### config.mk
export PLATFORM = sky130hd
export DESIGN_NAME = clock_gen_config_registers
export DESIGN_NICKNAME = d
export VERILOG_FILES = /design/src/pkg/clock_gen_pkg.sv /design/src/rtl/soft_reset_ctrl.sv /design/src/rtl/clock_gen_config_registers.sv
export VERILOG_INCLUDE_DIRS = /design/src /design/src/pkg
export SDC_FILE = /design/constraint.sdc
export NUM_CORES = 1
export LEC_CHECK = 0
export ABC_AREA = 1
export BUFFER_PORTS_ARGS = -buffer_cell sky130_fd_sc_hd__clkbuf_2
export CAP_MARGIN = 20
export CORE_UTILIZATION = 50
export DETAILED_ROUTE_END_ITERATION = 10
export PLACE_DENSITY = 0.78
export SLEW_MARGIN = 20
export SYNTH_ARGS = -nofsm -noshare
export SYNTH_HDL_FRONTEND = slang
export SYNTH_SLANG_ARGS = --single-unit
export TNS_END_PERCENT = 50
### constraint.sdc
create_clock -name clk -period 3.1 [get_ports clk]
set_input_delay 0.155 -clock clk [delete_from_list [all_inputs] [get_ports clk]]
set_output_delay 0.155 -clock clk [all_outputs]
set_load 0.03 [all_outputs]
### src/pkg/clock_gen_regs.svh
`ifndef CLOCK_GEN_REGS_SVH
`define CLOCK_GEN_REGS_SVH

`define CG_ADDR_W 12
`define CG_DATA_W 8

`define CG_ADDR_PORT_CFG 12'h000
`define CG_ADDR_READBACK 12'h004
`define CG_ADDR_VER_LO 12'h005
`define CG_ADDR_VER_HI 12'h006
`define CG_ADDR_PUMP 12'h010
`define CG_ADDR_R_LO 12'h011
`define CG_ADDR_R_HI 12'h012
`define CG_ADDR_A 12'h013
`define CG_ADDR_B_LO 12'h014
`define CG_ADDR_B_HI 12'h015

`define CG_IDX_W 4
`define CG_IDX_VER_LO 4'h0
`define CG_IDX_VER_HI 4'h1
`define CG_IDX_PUMP 4'h2
`define CG_IDX_R_LO 4'h3
`define CG_IDX_R_HI 4'h4
`define CG_IDX_A 4'h5
`define CG_IDX_B_LO 4'h6
`define CG_IDX_B_HI 4'h7
`define CG_IDX_MISS 4'hF
`define CG_BANK_N 8

`define CG_MASK_FULL 8'hFF
`define CG_MASK_R_HI 8'h3F
`define CG_MASK_A 8'h3F
`define CG_MASK_B_HI 8'h1F
`define CG_R_HI_BITS 6
`define CG_A_BITS 6
`define CG_B_HI_BITS 5

`define CG_PC_SDO_HI 7
`define CG_PC_LSB_HI 6
`define CG_PC_SRST_HI 5
`define CG_PC_SRST_LO 2
`define CG_PC_LSB_LO 1
`define CG_PC_SDO_LO 0
`define CG_RB_ACTIVE 0

`define CG_RESET_BYTE 8'h00
`define CG_SRST_CNT_W 4
`define CG_SRST_CYCLES 4'h8
`define CG_SRST_LAST 4'h7
`define CG_SRST_DONE 4'h0
`define CG_SRST_STEP 4'h1

`endif

### src/pkg/clock_gen_pkg.sv
`include "clock_gen_regs.svh"

package clock_gen_pkg;

	typedef logic [`CG_DATA_W-1:0] byte_t;

	typedef struct packed {
		logic [`CG_BANK_N-1:0][`CG_DATA_W-1:0] bank;
		logic [`CG_BANK_N-1:0][`CG_DATA_W-1:0] active;
		logic sdo_active;
		logic lsb_first;
		logic readback_active;
		logic [`CG_DATA_W-1:0] rdata;
		logic rd_valid;
	} regs_state_t;

	typedef enum logic [1:0] {
		SR_IDLE = 2'b01,
		SR_BUSY = 2'b10
	} soft_state_t;

	typedef struct packed {
		soft_state_t state;
		logic [`CG_SRST_CNT_W-1:0] count;
	} soft_reg_t;

endpackage : clock_gen_pkg

### src/rtl/soft_reset_ctrl.sv
`timescale 1ns/1ns
`include "clock_gen_regs.svh"

module soft_reset_ctrl
(
	input wire logic clk,
	input wire logic reset,
	input wire logic start,
	output logic busy
);

	clock_gen_pkg::soft_reg_t cur_reg;
	clock_gen_pkg::soft_reg_t cur_next;

	always_comb
	begin
		cur_next = cur_reg;
		case (cur_reg.state)
			clock_gen_pkg::SR_IDLE:
			begin
				cur_next.count = `CG_SRST_LAST;
			end
			clock_gen_pkg::SR_BUSY:
			begin
				if (cur_reg.count == `CG_SRST_DONE)
				begin
					cur_next.state = clock_gen_pkg::SR_IDLE; // RULE7
				end
				else
				begin
					cur_next.count = cur_reg.count - `CG_SRST_STEP;
				end
			end
			default:
			begin
				cur_next.state = clock_gen_pkg::SR_IDLE;
			end
		endcase
		// A new request in the finishing cycle restarts the reset.
		if (start)
		begin
			cur_next.state = clock_gen_pkg::SR_BUSY;
			cur_next.count = `CG_SRST_LAST;
		end
	end

	always_ff @(posedge clk)
	begin
		if (reset)
		begin
			cur_reg.state <= clock_gen_pkg::SR_IDLE;
			cur_reg.count <= `CG_SRST_LAST;
		end
		else
		begin
			cur_reg <= cur_next;
		end
	end

	assign busy = (cur_reg.state == clock_gen_pkg::SR_BUSY);

	a_soft_len: assert property (@(posedge clk) disable iff (reset) // RULE7
		$fell(busy) |-> $past(busy, 8))
		else $error("Soft reset ended early.");

	a_soft_run: assert property (@(posedge clk) disable iff (reset) // RULE7
		start |=> busy [*8] ##1 (!busy || $past(start, 1)))
		else $error("Soft reset did not last its length.");

endmodule : soft_reset_ctrl

### src/rtl/clock_gen_config_registers.sv
`timescale 1ns/1ns
`include "clock_gen_regs.svh"

// Functional notes
// RULE1 - Writes to addresses outside the register map change no state.
// RULE2 - Host should write zero to unused addresses and unused fields.
// RULE3 - Reference divider is 14 bits: low byte, then six bits above.
// RULE4 - Feedback B divider is 13 bits; low byte at the next-to-last counter register.
// RULE5 - B divider upper five bits sit low in the following register.
// RULE6 - Sixteen-bit configuration version: low byte first, high byte second.
// RULE7 - Soft reset bits self-clear when done and read mirrored at 5 and 2.

module clock_gen_config_registers
(
	input wire logic clk,
	input wire logic reset,
	input wire logic [`CG_ADDR_W-1:0] reg_addr,
	input wire logic reg_wr,
	input wire logic [`CG_DATA_W-1:0] reg_wdata,
	input wire logic reg_rd,
	input wire logic io_update,
	output logic [`CG_DATA_W-1:0] reg_rdata,
	output logic reg_rd_valid,
	output logic soft_reset_busy,
	output logic sdo_active,
	output logic lsb_first,
	output logic [`CG_DATA_W-1:0] phase_detector_pump_ctrl,
	output logic [15:0] config_version,
	output logic [13:0] ref_divider,
	output logic [5:0] a_divider,
	output logic [12:0] b_divider
);

	clock_gen_pkg::regs_state_t cur_reg;
	clock_gen_pkg::regs_state_t cur_next;
	logic soft_start;
	logic sr_busy;
	logic [`CG_IDX_W-1:0] wr_idx;
	logic [`CG_IDX_W-1:0] rd_idx;

	function automatic logic [`CG_IDX_W-1:0] bank_index
	(
		input logic [`CG_ADDR_W-1:0] addr
	);
		logic [`CG_IDX_W-1:0] idx;
		idx = `CG_IDX_MISS;
		if (addr == `CG_ADDR_VER_LO)
			idx = `CG_IDX_VER_LO;
		else if (addr == `CG_ADDR_VER_HI)
			idx = `CG_IDX_VER_HI;
		else if (addr == `CG_ADDR_PUMP)
			idx = `CG_IDX_PUMP;
		else if (addr == `CG_ADDR_R_LO)
			idx = `CG_IDX_R_LO;
		else if (addr == `CG_ADDR_R_HI)
			idx = `CG_IDX_R_HI;
		else if (addr == `CG_ADDR_A)
			idx = `CG_IDX_A;
		else if (addr == `CG_ADDR_B_LO)
			idx = `CG_IDX_B_LO;
		else if (addr == `CG_ADDR_B_HI)
			idx = `CG_IDX_B_HI;
		return idx;
	endfunction : bank_index

	// Unused upper bits are never stored, so they always read as zero.
	function automatic logic [`CG_DATA_W-1:0] field_mask
	(
		input logic [`CG_IDX_W-1:0] idx
	);
		logic [`CG_DATA_W-1:0] mask;
		mask = `CG_MASK_FULL;
		if (idx == `CG_IDX_R_HI)
			mask = `CG_MASK_R_HI;
		else if (idx == `CG_IDX_A)
			mask = `CG_MASK_A;
		else if (idx == `CG_IDX_B_HI)
			mask = `CG_MASK_B_HI;
		return mask;
	endfunction : field_mask

	function automatic logic is_mapped
	(
		input logic [`CG_ADDR_W-1:0] addr
	);
		return (addr == `CG_ADDR_PORT_CFG) || (addr == `CG_ADDR_READBACK)
			|| (bank_index(addr) != `CG_IDX_MISS);
	endfunction : is_mapped

	assign wr_idx = bank_index(reg_addr);
	assign rd_idx = bank_index(reg_addr);
	assign soft_start = reg_wr && (reg_addr == `CG_ADDR_PORT_CFG)
		&& (reg_wdata[`CG_PC_SRST_HI] || reg_wdata[`CG_PC_SRST_LO]);

	soft_reset_ctrl u_soft_reset
	(
		.clk(clk),
		.reset(reset),
		.start(soft_start),
		.busy(sr_busy)
	);

	always_comb
	begin
		cur_next = cur_reg;
		cur_next.rd_valid = 1'b0;
		if (sr_busy)
		begin
			// Every register returns to its default while the reset runs.
			for (int i = 0; i < `CG_BANK_N; i++)
			begin
				cur_next.bank[i] = `CG_RESET_BYTE;
				cur_next.active[i] = `CG_RESET_BYTE;
			end
			cur_next.sdo_active = 1'b0;
			cur_next.lsb_first = 1'b0;
			cur_next.readback_active = 1'b0;
		end
		else
		begin
			if (reg_wr)
			begin
				// Either copy of a mirrored field sets it, so bit order is moot.
				if (reg_addr == `CG_ADDR_PORT_CFG)
				begin
					cur_next.sdo_active = reg_wdata[`CG_PC_SDO_HI]
						| reg_wdata[`CG_PC_SDO_LO];
					cur_next.lsb_first = reg_wdata[`CG_PC_LSB_HI]
						| reg_wdata[`CG_PC_LSB_LO];
				end
				else if (reg_addr == `CG_ADDR_READBACK)
				begin
					cur_next.readback_active = reg_wdata[`CG_RB_ACTIVE];
				end
				else if (wr_idx != `CG_IDX_MISS) // RULE1
				begin
					cur_next.bank[wr_idx[2:0]] = reg_wdata & field_mask(wr_idx); // RULE3
				end
			end
			// A write in the same cycle as the update takes effect at once.
			if (io_update)
			begin
				cur_next.active = cur_next.bank;
			end
		end
		if (reg_rd)
		begin
			cur_next.rd_valid = 1'b1;
			cur_next.rdata = `CG_RESET_BYTE;
			if (reg_addr == `CG_ADDR_PORT_CFG)
			begin
				cur_next.rdata[`CG_PC_SDO_HI] = cur_reg.sdo_active;
				cur_next.rdata[`CG_PC_SDO_LO] = cur_reg.sdo_active;
				cur_next.rdata[`CG_PC_LSB_HI] = cur_reg.lsb_first;
				cur_next.rdata[`CG_PC_LSB_LO] = cur_reg.lsb_first;
				cur_next.rdata[`CG_PC_SRST_HI] = sr_busy; // RULE7
				cur_next.rdata[`CG_PC_SRST_LO] = sr_busy; // RULE7
			end
			else if (reg_addr == `CG_ADDR_READBACK)
			begin
				cur_next.rdata[`CG_RB_ACTIVE] = cur_reg.readback_active;
			end
			else if (rd_idx != `CG_IDX_MISS)
			begin
				if (cur_reg.readback_active)
					cur_next.rdata = cur_reg.active[rd_idx[2:0]];
				else
					cur_next.rdata = cur_reg.bank[rd_idx[2:0]];
			end
		end
	end

	always_ff @(posedge clk)
	begin
		if (reset)
		begin
			cur_reg <= '0;
		end
		else
		begin
			cur_reg <= cur_next;
		end
	end

	assign reg_rdata = cur_reg.rdata;
	assign reg_rd_valid = cur_reg.rd_valid;
	assign soft_reset_busy = sr_busy;
	assign sdo_active = cur_reg.sdo_active;
	assign lsb_first = cur_reg.lsb_first;
	assign phase_detector_pump_ctrl = cur_reg.active[`CG_IDX_PUMP];
	assign config_version = {cur_reg.active[`CG_IDX_VER_HI],
		cur_reg.active[`CG_IDX_VER_LO]}; // RULE6
	assign ref_divider = {cur_reg.active[`CG_IDX_R_HI][`CG_R_HI_BITS-1:0],
		cur_reg.active[`CG_IDX_R_LO]}; // RULE3
	assign a_divider = cur_reg.active[`CG_IDX_A][`CG_A_BITS-1:0];
	assign b_divider = {cur_reg.active[`CG_IDX_B_HI][`CG_B_HI_BITS-1:0],
		cur_reg.active[`CG_IDX_B_LO]}; // RULE4 RULE5

	a_unmapped_write: assert property (@(posedge clk) disable iff (reset) // RULE1
		(reg_wr && !is_mapped(reg_addr) && !sr_busy && !io_update)
		|=> (cur_reg.bank == $past(cur_reg.bank))
		&& (cur_reg.active == $past(cur_reg.active)))
		else $error("Unmapped write changed a register.");

	a_ref_divider: assert property (@(posedge clk) disable iff (reset) // RULE3
		(io_update && !sr_busy && !reg_wr)
		|=> ref_divider == $past({cur_reg.bank[`CG_IDX_R_HI][5:0],
		cur_reg.bank[`CG_IDX_R_LO]}))
		else $error("Reference divider not loaded from its two bytes.");

	a_ref_high_zero: assert property (@(posedge clk) disable iff (reset) // RULE3
		(reg_rd && reg_addr == `CG_ADDR_R_HI) |=> reg_rdata[7:6] == 2'h0)
		else $error("Unused reference divider bits read nonzero.");

	a_b_divider: assert property (@(posedge clk) disable iff (reset) // RULE4
		(io_update && !sr_busy && !reg_wr)
		|=> b_divider == $past({cur_reg.bank[`CG_IDX_B_HI][4:0],
		cur_reg.bank[`CG_IDX_B_LO]}))
		else $error("B divider not loaded from its two bytes.");

	a_b_high_field: assert property (@(posedge clk) disable iff (reset) // RULE5
		(reg_wr && reg_addr == `CG_ADDR_B_HI && !sr_busy)
		|=> cur_reg.bank[`CG_IDX_B_HI] == {3'h0, $past(reg_wdata[4:0])})
		else $error("B divider high byte field misplaced.");

	a_version_order: assert property (@(posedge clk) disable iff (reset) // RULE6
		(reg_wr && reg_addr == `CG_ADDR_VER_LO && !sr_busy) ##1 io_update
		&& !sr_busy && !reg_wr |=> config_version[7:0] == $past(reg_wdata, 2))
		else $error("Version low byte not in low half.");

	a_soft_mirror: assert property (@(posedge clk) disable iff (reset) // RULE7
		(reg_rd && reg_addr == `CG_ADDR_PORT_CFG)
		|=> reg_rd_valid && reg_rdata[5] == reg_rdata[2]
		&& reg_rdata[5] == $past(sr_busy))
		else $error("Soft reset bits not mirrored.");

	a_soft_clears: assert property (@(posedge clk) disable iff (reset) // RULE7
		soft_start |-> ##[1:9] (cur_reg.sdo_active == 1'b0) ##[1:9] !sr_busy)
		else $error("Soft reset did not clear itself.");

endmodule : clock_gen_config_registers

* Yosys cells after proc, flatten, opt, wreduce, memory -nomap -nowiden *
Index checks and enable logic that the tools add are counted.

word-level totals
  register bits = 146
  input port bits = 25
  output and inout bits = 69
  logic and storage cells = 101

operators by class
  add/subtract/negate cells = 1
  $lt $le $gt $ge = 2
  equal/unequal tests = 18
  muxes and demuxes = 40
  bitwise logic cells = 4
  reductions and logical operators = 13

operators by type and width
  cell                                                                           count
  64-bit two-way mux                                                             4
  8-bit two-way mux                                                              13
  12-bit by 5-bit equality test with 1-bit output (second input constant)        6
  64-bit bitwise mux                                                             1
  8-bit binary-select mux with 3-bit select                                      2
  12-bit by 3-bit equality test with 1-bit output (second input constant)        3
  4-bit two-way mux                                                              9
  8-bit demux with 3-bit select                                                  1
  4-bit by 3-bit equality test with 1-bit output (second input constant)         3
  12-bit zero test                                                               1
  8-bit AND                                                                      1
  4-bit one-hot mux with 2 select lines                                          1
  7-bit two-way mux                                                              1
  3-bit two-way mux                                                              2
  6-bit two-way mux                                                              1
  2-bit AND reduction                                                            3
  4-bit zero test                                                                1
  3-bit by 4-bit less-than comparator with 1-bit output (second input constant)  1
  2-bit two-way mux                                                              2
  2-bit inequality test (second input constant)                                  2
  4-bit inequality test (second input constant)                                  1
  2-bit one-hot mux with 2 select lines                                          1
  2-bit OR reduction                                                             2
  4-bit by 1-bit subtractor with 4-bit output (second input constant)            1
  other kinds (11)                                                               15

* Logic depth before layout (Yosys ltp) *
Gate-level depths: netlist of run 1.

  depth in word-level cells = 24
  depth in mapped cells = 15
  mapped depth without buffers = 15

* Hierarchy *
From an unflattened synthesis of run 1, not the netlist that was laid out.

second synthesis, totals
  cell total of the unflattened synthesis = 1056
  area total of the unflattened synthesis = 7568.5 µm²

modules (own cells, without submodules)
  module                      instances  cells an instance  area each (µm²)  sequential area each (µm²)
  clock_gen_config_registers  1          1018               7293.2           2802.7
  soft_reset_ctrl             1          38                 275.3            120.1

* Least setup slack after synthesis of run 1 *
No wires, ideal clock.

  kind = register -> register
  start point = register u_soft_reset.cur_reg[5] (netlist name)
  end point = register cur_reg[100] (netlist name)
  library setup time = 0.128 ns
  data arrival time = 1.673 ns
  required time = 2.972 ns
  slack = 1.300 ns
  stages on the path, launching flop included = 8
  buffers on the path = 2
  period minus slack after synthesis = 1.800 ns
  cell sequence = dfxtp_1 inv_1 nor2_1 nor2_1 inv_1 clkbuf_1 clkbuf_1 nor2_1

between the ends
  word-level cells in the longest chain between the ends = 2

ends and longest elaborated chain
  item                          line                               text
  from (decl)                   soft_reset_ctrl.sv:12              clock_gen_pkg::soft_reg_t cur_reg;
  from (signal assigned)        soft_reset_ctrl.sv:56              cur_reg <= cur_next;
  2-bit equality test           soft_reset_ctrl.sv:60              assign busy = (cur_reg.state == clock_gen_pkg::SR_BUSY);
  net soft_reset_busy           clock_gen_config_registers.sv:24   output logic soft_reset_busy,
  2-bit OR reduction (no line)  -
  to (signal assigned)          clock_gen_config_registers.sv:181  cur_reg <= cur_next;
  to (decl)                     clock_gen_config_registers.sv:34   clock_gen_pkg::regs_state_t cur_reg;

The timed path passes the listed nets, and every way through them passes these cells.
A chain may end at the register's enable or synchronous reset.

* Worst setup path after layout of run 1 *
  start point = input reg_addr[1]
  end point = register cur_reg, in the netlist reg_rdata[5]

between the ends
  word-level cells in the longest chain between the ends = 14
  elaborated cells on any way between the ends = 27
  those cells by class = 10 x eq/ne; 16 x mux; 1 x reduce/logical

ends and longest elaborated chain
  item                                                          line                                                                  text
  from (decl)                                                   clock_gen_config_registers.sv:17                                      input wire logic [`CG_ADDR_W-1:0] reg_addr,
  12-bit by 5-bit equality test with 1-bit output (no line)     -
  4-bit two-way mux                                             clock_gen_config_registers.sv:59                                      else if (addr == `CG_ADDR_B_LO)
  4-bit two-way mux                                             clock_gen_config_registers.sv:57                                      else if (addr == `CG_ADDR_A)
  4-bit two-way mux                                             clock_gen_config_registers.sv:55                                      else if (addr == `CG_ADDR_R_HI)
  4-bit two-way mux                                             clock_gen_config_registers.sv:53                                      else if (addr == `CG_ADDR_R_LO)
  4-bit two-way mux                                             clock_gen_config_registers.sv:51                                      else if (addr == `CG_ADDR_PUMP)
  4-bit two-way mux                                             clock_gen_config_registers.sv:49                                      else if (addr == `CG_ADDR_VER_HI)
  4-bit two-way mux                                             clock_gen_config_registers.sv:47                                      if (addr == `CG_ADDR_VER_LO)
  8-bit binary-select mux with 3-bit select (on tied branches)  clock_gen_config_registers.sv:168, clock_gen_config_registers.sv:166
  8-bit two-way mux (on tied branches)                          clock_gen_config_registers.sv:168, clock_gen_config_registers.sv:166
  8-bit two-way mux                                             clock_gen_config_registers.sv:165                                     if (cur_reg.readback_active)
  8-bit two-way mux                                             clock_gen_config_registers.sv:163                                     else if (rd_idx != `CG_IDX_MISS)
  7-bit two-way mux                                             clock_gen_config_registers.sv:159                                     else if (reg_addr == `CG_ADDR_READBACK)
  3-bit two-way mux (*)                                         clock_gen_config_registers.sv:150                                     if (reg_addr == `CG_ADDR_PORT_CFG)

Mark *: on every way between the ends. The rest lies on a longest branch, timed or not. The select of a mux whose other input is x is not followed.

==> impl_metrics.csv, run 1 <==
group,metric,value,unit
detailed_routing,drc_errors,0,
layout,synthToLayoutAreaGrowth,9.69,%
clock_tree,insertion_delay,0.42,ns
timing,max_freq,477,MHz
detailed_routing,wl_per_cell,16.8,um
detailed_routing,num_vias,6698,
layout,final_util,56.4,%
global_route,grt.overflow.total,0,
logic_synthesis,synthArstFlopShare,0,%
floorplanning,die-area,14800,um^2
clock_tree,htree_levels,4,
floorplanning,die_y,121,um
timing,drv_slew,0,
pwr,share_seq_of_total_power,44.2,%
logic_synthesis,syn_inst,1013,
pwr,switching_share,24.5,%
global_route,antenna_found_initial,0,
timing,tns,0,ns
detailed_routing,viasPerCell,5.51,
clock_tree,cts_buffers,17,
layout,largest_reg_flops,72,
layout,drive_gt1_share,15.0,%
timing,finClkSkew,0.00631,ns
global_route,grt_pass1_vias,5735,
pwr,power_density,567,nW/um^2
timing,rsz0062_at_grt,"false",
logic_synthesis,ys_top_cells_by_area,"dfxtp_1, nand2_1, buf_4",
floorplanning,core_area,13900,um^2
layout,num_antenna_cells,0,
critical_path,start_kind,"primary input",
placed_design,port-buffer-count,93,
clock_tree,cts.path.max_buffers,2,
critical_path,critPathMaxFanout,31,
pwr,switching_power,1.09,mW
clock_tree,cts_setup_buffers,0,
critical_path,crit_path_end_kind,"flop",
timing,period_share,67.6,%
status,status,"complete, no violations",
floorplanning,die_w,121,um
layout,fillers,1327,
detailed_routing,drt_iter0_drc,742,
pwr,pwr-share-clk,48.7,%
clock_tree,ctsHoldBuffers,1,
min_path,hold_class,"primary input to flop",
logic_synthesis,syn-mean-instance-area,7.05,um^2
floorplanning,rows,43,
critical_path,cp_data_required_time,3.46,ns
pwr,peakVddDrop,0.000360,V
timing,relSlewSlack,54.7,%
clock_tree,cts_root_buf,"clkbuf_16",
logic_synthesis,synth-seq-cells,146,
logic_synthesis,synth_ff_type,"dfxtp_1",
detailed_routing,drtPass1Iterations,6,
clock_tree,post_cts_resize_count,0,
logic_synthesis,synth_top_area_share,40.9,%
logic_synthesis,synth_cell_types,29,
pwr,pwr-share-comb,7.2,%
detailed_routing,wl,20400,um
logic_synthesis,synthTopCellsByCount,"nand2_1, dfxtp_1, nor2_1",
placed_design,gp_congestion,0.937,
pwr,power.internal,3.35,mW
floorplanning,io_pins,94,
logic_synthesis,synth_area,7140,um^2
detailed_routing,ant_nets,0,
timing,hold_violations,0,
clock_tree,cts.sinks,146,
pwr,p_leak,3.60,nW
logic_synthesis,syn-num-nets,1040,
timing,report.final.setup_viol,0,
timing,fin_crit,2.10,ns
placed_design,dp_hpwl,14600,um
global_route,grt_max_degree,89,
global_route,grt_first_pass_wirelength,31500,um
critical_path,arrival,2.46,ns
critical_path,crit_type,"primary input to flop",
logic_synthesis,yosysWarnings,0,
layout,nets,1049,
job,cap_violations,0,
logic_synthesis,synth_edf_count,0,
logic_synthesis,synth_most_common_cell,"nand2_1",
clock_tree,path_clk_slew,0.06,ns
logic_synthesis,synth.yosys.seq_area_share,40.9,%
global_route,grt_usage,28.6,%
floorplanning,start_util,51.4,%
timing,tightestPinTransition,0.680,ns
clock_tree,cts_tree,"built",
logic_synthesis,yosysTopAreaCell,"dfxtp_1",
[worst paths after layout]
path / from / end / slack, ns / cells after the start
worst max-delay path: reg_addr[1] / reg_rdata[5]$_SDFFE_PP0P_ / 1.00 / 14
worst min-delay path: reg_wdata[4] / cur_reg[96]$_SDFF_PP0_ / 0.05 / 3
worst max register to register: cur_reg[9]$_SDFFE_PP0P_ / reg_rdata[7]$_SDFFE_PP0P_ / 1.22 / 6
worst min register to register: cur_reg[123]$_SDFF_PP0_ / cur_reg[123]$_SDFF_PP0_ / 0.47 / 2
[routing by layer]
layer	track usage, %	routed length, um	vias up
li1	-	-	3262
met1	39.4	9200	3069
met2	43.0	8920	319
met3	6.06	1530	48
met4	12.2	715	0
met5	0	0	-
[metrics by stage]
stage | instance area, um^2 | power (mW) | hold slack [ns] | cells | worst slack [ns]
3_5_place_dp | 7200 | 2.32 | 0.440 | 1182 | 0.621
4_1_cts | 7830 | 4.45 | 0.0415 | 1215 | 1.06
5_1_grt | 7830 | 4.57 | 0.0515 | 1215 | 0.808
2_1_floorplan | 7140 | 2.25 | 0.224 | 1013 | 1.30
3_3_place_gp | 7200 | 2.31 | 0.442 | 1182 | 0.657
6_report | 7830 | 4.44 | 0.0544 | 1215 | 1.00
[critical path, cell delays in order]
cell and delay (ns):
clkbuf_2 0.13, inv_2 0.06, nand2_2 0.07, nor2_2 0.06
o21ai_4 0.26, nand3_4 0.37, inv_2 0.42, buf_4 0.27
nand2_1 0.07, nand3_1 0.14, nand4_1 0.13, nand2_1 0.11
nand2_1 0.07, a21oi_1 0.12
[power groups by stage]
stage / registers (mW) / clock network [mW] / logic (mW)
after floorplan: 1.99 / 0 / 0.265
after global placement: 2.00 / 0 / 0.312
after detailed placement: 2.00 / 0 / 0.315
after CTS: 1.96 / 2.17 / 0.317
after global routing: 1.96 / 2.26 / 0.346
final: 1.96 / 2.16 / 0.317
[area by class of cell]
class | instances | area, um^2 | share of cell area, %
multi-input cells | 648 | 3080 | 39.3
repair buffers | 108 | 608 | 7.77
inverters | 101 | 379 | 4.84
well taps | 180 | 225 | 2.88
clock inverters | 14 | 188 | 2.40
flip-flops and latches | 146 | 2920 | 37.3
clock buffers | 18 | 429 | 5.48
[cells by family after synthesis]
group / synth area share (%)
flops: 40.9
mux: 0.280
buf+inv: 16.0
compound gates: 17.6
simple gates: 24.5
fa+ha+maj: 0.351
xor+xnor: 0.245
[cell usage in the layout, fill, tap and decap left out]
cell type | synthesis | final
nand3_4 | 2 | 2
xor2_1 | 2 | 2
nand2_2 | 1 | 1
o21ai_4 | 1 | 1
o21ai_1 | 7 | 7
clkinvlp_4 | 0 | 4
inv_1 | 93 | 92
ha_1 | 2 | 2
a211oi_1 | 2 | 2
clkinv_2 | 0 | 4
o21bai_1 | 4 | 4
inv_6 | 0 | 1
nor3_1 | 5 | 5
nor2_1 | 109 | 108
mux2i_1 | 2 | 2
and2_1 | 6 | 6
clkinv_1 | 2 | 2
nand4_1 | 22 | 22
o21ai_0 | 98 | 98
a21oi_1 | 77 | 77
nor2_4 | 0 | 1
nand2_1 | 211 | 211
nand3_1 | 54 | 54
o211ai_1 | 37 | 37
buf_4 | 71 | 13
clkinv_4 | 0 | 1
nor2_2 | 3 | 3
o22ai_1 | 1 | 1
nand3_2 | 2 | 2
clkbuf_1 | 32 | 1
clkbuf_2 | 0 | 92
clkbuf_16 | 0 | 17
dlygate4sd3_1 | 0 | 1
dfxtp_1 | 146 | 146
bufinv_16 | 0 | 4
buf_12 | 0 | 2
inv_2 | 6 | 7
(Power assumes the default switching activity.)
==> run 2, diff against run 1 <==
==> constraint.sdc (replaced) <==
create_clock -name clk -period 1.95 [get_ports clk]
set_input_delay 0.0975 -clock clk [delete_from_list [all_inputs] [get_ports clk]]
set_output_delay 0.0975 -clock clk [all_outputs]
set_load 0.03 [all_outputs]
==> run 2 against run 1 <==
Flip-flop and latch count is the same. Utilization grew 2.3 points. Final cell count grew 2.7%. Largest cell class unchanged. Critical endpoint is now ref_divider[11]$_SDFFE_PP0P_. Die area is the same. Worst setup slack lost 0.72 ns. Register-to-register slack lost 0.87 ns.
==> impl_metrics.csv, run 2 (synthesis gave the netlist of run 1 again) <==
group,metric,value,unit
status,status,"complete, no violations",
layout,synthToLayoutAreaGrowth,14.3,%
placed_design,gp_congestion,0.982,
floorplanning,die_w,121,um
global_route,antenna_found_initial,0,
layout,largest_reg_flops,72,
placed_design,place_ws,-0.0643,ns
min_path,hold_class,"primary input to flop",
global_route,grtUsageMet3,6.48,%
clock_tree,post_cts_resize_count,0,
critical_path,cp_data_required_time,2.27,ns
timing,drv_slew,0,
detailed_routing,ant_nets,0,
clock_tree,htree_levels,4,
clock_tree,cts.path.max_buffers,2,
placed_design,dp_hpwl,14900,um
floorplanning,rows,43,
critical_path,crit_type,"primary input to flop",
global_route,use_met1,39.9,%
timing,setup_ws,0.281,ns
layout,nets,1082,
detailed_routing,viasPerCell,5.48,
pwr,power.total,7.26,mW
timing,report.final.setup_viol,0,
timing,period_share,85.6,%
timing,relSlewSlack,53.4,%
clock_tree,cts_buffers,17,
critical_path,crit_path_end_kind,"flop",
detailed_routing,wl_per_cell,16.6,um
timing,fin_crit,1.67,ns
global_route,grt_usage,28.9,%
timing,whs,0.0109,ns
timing,max_freq,599,MHz
pwr,peakVddDrop,0.000654,V
critical_path,reg2reg_depth,6,
layout,final-seq-area,2920,um^2
detailed_routing,drt_iter0_drc,724,
timing,finClkSkew,0.00731,ns
min_path,min_path_cells,3,
floorplanning,io_pins,94,
floorplanning,die-area,14800,um^2
layout,fillers,1263,
global_route,top_usage_layer,"met2",
global_route,grt_max_degree,66,
detailed_routing,drtPass1Iterations,6,
pwr,p_leak,3.79,nW
floorplanning,core_area,13900,um^2
critical_path,arrival,1.99,ns
global_route,grt_pass1_vias,5902,
job,cap_violations,0,
global_route,grtUsageMet2,42.2,%
floorplanning,start_util,51.4,%
clock_tree,path_clk_slew,0.06,ns
layout,mostFrequentLayoutCells,"nand2_1, dfxtp_1, nor2_1, o21ai_0",
critical_path,start_kind,"primary input",
critical_path,critPathMaxFanout,6,
placed_design,port-buffer-count,93,
timing,hold_violations,0,
global_route,grt_first_pass_wirelength,32000,um
detailed_routing,wl,20800,um
layout,drive_gt1_share,17.3,%
floorplanning,die_y,121,um
clock_tree,cts_tree,"built",
timing,rsz0062_at_grt,"false",
layout,stdcell_area,8160,um^2
clock_tree,cts_root_buf,"clkbuf_16",
clock_tree,insertion_delay,0.43,ns
layout,final_util,58.8,%
placed_design,place_area,7480,um^2
layout,num_antenna_cells,0,
layout,layout_commonest_cell,"nand2_1",
detailed_routing,drc_errors,0,
clock_tree,cts_setup_buffers,0,
pwr,power_density,890,nW/um^2
global_route,grt.overflow.total,0,
clock_tree,cts.sinks,146,
layout,multi_input_area,3080,um^2
timing,tightestPinTransition,0.699,ns
detailed_routing,num_vias,6835,
-- run 2: cell types whose count changed in the layout (fill, tap and decap cells not counted), sizes merged --
cell,before,now
buf,15,47
clkinv,7,5
inv,100,99
clkbuf,110,115
dlygate4sd3,1,2
clkinvlp,4,1
bufinv,4,5
-- run 2: critical path, cell delays in order --
cell and delay, ns:
clkbuf_2 0.09, inv_1 0.03, nand2_1 0.12, nor2_1 0.09, o21ai_0 0.44, inv_1 0.17, nand3_1 0.28, buf_4 0.20
nor2_1 0.04, a21oi_1 0.23, nand2_1 0.08, o211ai_1 0.08, inv_1 0.05
-- run 2: timing repair --
action / CTS / global route
endpoints found under the setup margin: 0 / 0
hold buffers: 2 / 0
endpoints found under the hold margin: 6 / 0
-- run 2: final cells by class --
type | count | share of cell area (%)
clock buffer | 23 | 5.86
timing repair buffer | 141 | 11.0
sequential | 146 | 35.8
multi-input combinational | 648 | 37.7
tap | 180 | 2.76
clock inverter | 9 | 2.16
inverter | 101 | 4.65
-- run 2: stage by stage --
stage | instances | setup TNS (ns)
6_report | 1248 | 0
3_3_place_gp | 1214 | -0.0913
4_1_cts | 1248 | 0
2_1_floorplan | 1013 | 0
3_5_place_dp | 1214 | -0.189
5_1_grt | 1248 | 0
-- run 2: per-layer routing --
metal,vias to the layer above,part of all wire [%]
met5,-,0
met4,0,3.9
met3,49,9.0
met2,362,43
met1,3103,44
li1,3321,-
-- run 2: report_power, final --
part	total (mW)	leakage [nW]	internal (mW)	switching, mW
logic	0.521	2.29	0.146	0.374
clock network	3.62	0.317	2.37	1.25
registers	3.12	1.19	3.06	0.0602
total	7.26	3.79	5.57	1.69
-- run 2: final timing paths --
| path | from | slack, ns | end |
|---|---|---|---|
| min reg2reg | cur_reg[114]$_SDFF_PP0_ | 0.47 | cur_reg[114]$_SDFF_PP0_ |
| max reg2reg | u_soft_reset.cur_reg[5]$_SDFFE_PP0P_ | 0.35 | cur_reg[73]$_SDFFE_PP0P_ |
| min | reg_wdata[0] | 0.01 | sdo_active$_SDFFE_PP0P_ |
| max | reg_addr[2] | 0.28 | ref_divider[11]$_SDFFE_PP0P_ |
==> run 3, diff against run 2 <==
--- a/config.mk
+++ b/config.mk
@@ -11,6 +11,7 @@
 export CAP_MARGIN = 20
 export CORE_UTILIZATION = 50
 export DETAILED_ROUTE_END_ITERATION = 10
+export GPL_ROUTABILITY_DRIVEN = 0
 export PLACE_DENSITY = 0.78
 export SLEW_MARGIN = 20
 export SYNTH_ARGS = -nofsm -noshare
==> constraint.sdc (replaced) <==
create_clock -name clk -period 2 [get_ports clk]
set_input_delay 0.1 -clock clk [delete_from_list [all_inputs] [get_ports clk]]
set_output_delay 0.1 -clock clk [all_outputs]
set_load 0.03 [all_outputs]
==> run 3 against run 2 <==
Global-route usage down 0.33 points. Die area unchanged. Via count up 0.35%. Worst setup slack better by 0.047 ns. Non-clock buffer count down 7. Power down 5.2%. Clock skew up 0.0048 ns. Combinational power down 3%. First-iteration DRC count up 7.2%. Utilization down 0.67 points. Sequential share of layout area up 0.41 points. Largest power group unchanged. Largest cell class unchanged.
==> impl_metrics.csv, run 3 (synthesis gave the netlist of run 1 again) <==
group,metric,value,unit
layout,num_antenna_cells,0,
layout,fillers,1293,
layout,layout_commonest_cell,"nand2_1",
global_route,grt_pass1_vias,5967,
detailed_routing,wl_per_cell,16.5,um
clock_tree,ctsHoldBuffers,5,
clock_tree,cts.sinks,146,
min_path,min_from,"reg_wdata[7]",
clock_tree,cts_tree,"built",
clock_tree,cts_setup_buffers,0,
timing,drv_slew,0,
detailed_routing,ant_nets,0,
detailed_routing,dr_wl_met3,2020,um
critical_path,crit_chain,"inv_1 > nor2_1 > nor2_4 > buf_4 > o21ai_0 > a21oi_1",
timing,relSlewSlack,53.2,%
layout,largest_reg_flops,72,
global_route,grt_first_pass_wirelength,31800,um
pwr,power.total,6.88,mW
timing,max_freq,598,MHz
detailed_routing,wl,20400,um
floorplanning,start_util,51.4,%
pwr,p_leak,3.72,nW
clock_tree,post_cts_resize_count,0,
critical_path,critPathMaxFanout,65,
status,status,"complete, no violations",
timing,hold_violations,0,
detailed_routing,drtPass1Iterations,6,
critical_path,cp_data_required_time,2.36,ns
min_path,hold_class,"primary input to flop",
min_path,hold_end,"sdo_active$_SDFFE_PP0P_",
timing,rsz0062_at_grt,"false",
layout,mostFrequentLayoutCells,"nand2_1, dfxtp_1, nor2_1, o21ai_0",
timing,report.final.setup_viol,0,
placed_design,port-buffer-count,93,
layout,final_util,58.1,%
critical_path,slowest_delay,0.55,ns
floorplanning,die-area,14800,um^2
critical_path,r2r_end,"cur_reg[75]$_SDFFE_PP0P_",
critical_path,reg2reg_depth,6,
floorplanning,die_y,121,um
clock_tree,cts_root_buf,"clkbuf_16",
min_path,min_path_cells,3,
critical_path,slowest_stage,"buf_4",
floorplanning,rows,43,
placed_design,place_ws,0.00808,ns
critical_path,r2r_slack,0.33,ns
detailed_routing,drt_iter0_drc,776,
layout,synthToLayoutAreaGrowth,13.0,%
timing,fin_crit,1.67,ns
layout,nets,1075,
detailed_routing,drc_errors,0,
clock_tree,cts.path.max_buffers,2,
critical_path,start_kind,"flop",
floorplanning,die_w,121,um
clock_tree,path_clk_slew,0.06,ns
timing,period_share,83.6,%
timing,setup_ws,0.328,ns
global_route,grt_usage,28.6,%
detailed_routing,drt-met1-wl,8830,um
placed_design,dp_hpwl,14500,um
global_route,antenna_found_initial,0,
floorplanning,core_area,13900,um^2
critical_path,critPathBufInv,2,
job,cap_violations,0,
global_route,grt_max_degree,66,
global_route,grt.overflow.total,0,
timing,tightestPinTransition,0.701,ns
clock_tree,insertion_delay,0.44,ns
detailed_routing,num_vias,6859,
layout,drive_gt1_share,16.8,%
critical_path,arrival,2.03,ns
clock_tree,cts_buffers,17,
timing,tns,0,ns
critical_path,cpLargestDelayFamily,"buffers and inverters",
pwr,peakVddDrop,0.000629,V
floorplanning,io_pins,94,
pwr,power_density,853,nW/um^2
timing,finClkSkew,0.0121,ns
critical_path,crit_type,"flop to flop",
detailed_routing,viasPerCell,5.53,
critical_path,r2r-start,"u_soft_reset.cur_reg[5]$_SDFFE_PP0P_",
detailed_routing,highest_layer,"met4",
detailed_routing,met2WireLength,8560,um
clock_tree,htree_levels,4,
critical_path,crit_path_end_kind,"flop",
-- run 3: area by class of cell --
class / count / area (um^2) / area share [%]
Multi-Input combinational cell: 648 / 3080 / 38.2
Tap cell: 180 / 225 / 2.79
Clock inverter: 14 / 180 / 2.23
Timing Repair Buffer: 134 / 838 / 10.4
Sequential cell: 146 / 2920 / 36.3
Clock buffer: 18 / 439 / 5.45
Inverter: 101 / 379 / 4.70
-- run 3: worst max-delay path by stage --
stage                                                     from                          end  slack, ns  cells past startpoint
after floorplan           u_soft_reset.cur_reg[5]$_SDFFE_PP0P_      cur_reg[100]$_SDFF_PP0_       0.20                      7
after global placement                            reg_addr[11]    reg_rdata[7]$_SDFFE_PP0P_       0.05                     15
after detailed placement                          reg_addr[11]    reg_rdata[7]$_SDFFE_PP0P_      0.008                     15
after CTS                 u_soft_reset.cur_reg[5]$_SDFFE_PP0P_  ref_divider[3]$_SDFFE_PP0P_       0.32                      6
after global routing                              reg_addr[11]    reg_rdata[7]$_SDFFE_PP0P_       0.18                     15
final                     u_soft_reset.cur_reg[5]$_SDFFE_PP0P_     cur_reg[75]$_SDFFE_PP0P_       0.33                      6
-- run 3: per-stage QoR --
stage	cell area [um^2]	cells	hold slack, ns
floorplan	7140	1013	0.169
global placement	7390	1204	0.385
detailed placement	7390	1204	0.389
CTS	8060	1241	0.0166
global route	8060	1241	0.0838
finish	8060	1241	0.0496
-- run 3: power breakdown --
part           switching, mW  internal (mW)  total [mW]
clock                   1.33           2.01        3.33
combinational          0.363          0.143       0.506
sequential            0.0622           2.98        3.04
total                   1.75           5.13        6.88
-- run 3: layer usage --
| metal | vias to the layer above | track usage (%) |
|---|---|---|
| met3 | 72 | 7.24 |
| met1 | 3112 | 38.7 |
| met5 | - | 0 |
| met4 | 0 | 15.6 |
| li1 | 3306 | - |
| met2 | 369 | 41.2 |
-- run 3: worst min-delay path, cell delays in order --
cell and delay, ns:
clkbuf_2 0.12, nor3_1 0.06, a211oi_1 0.16
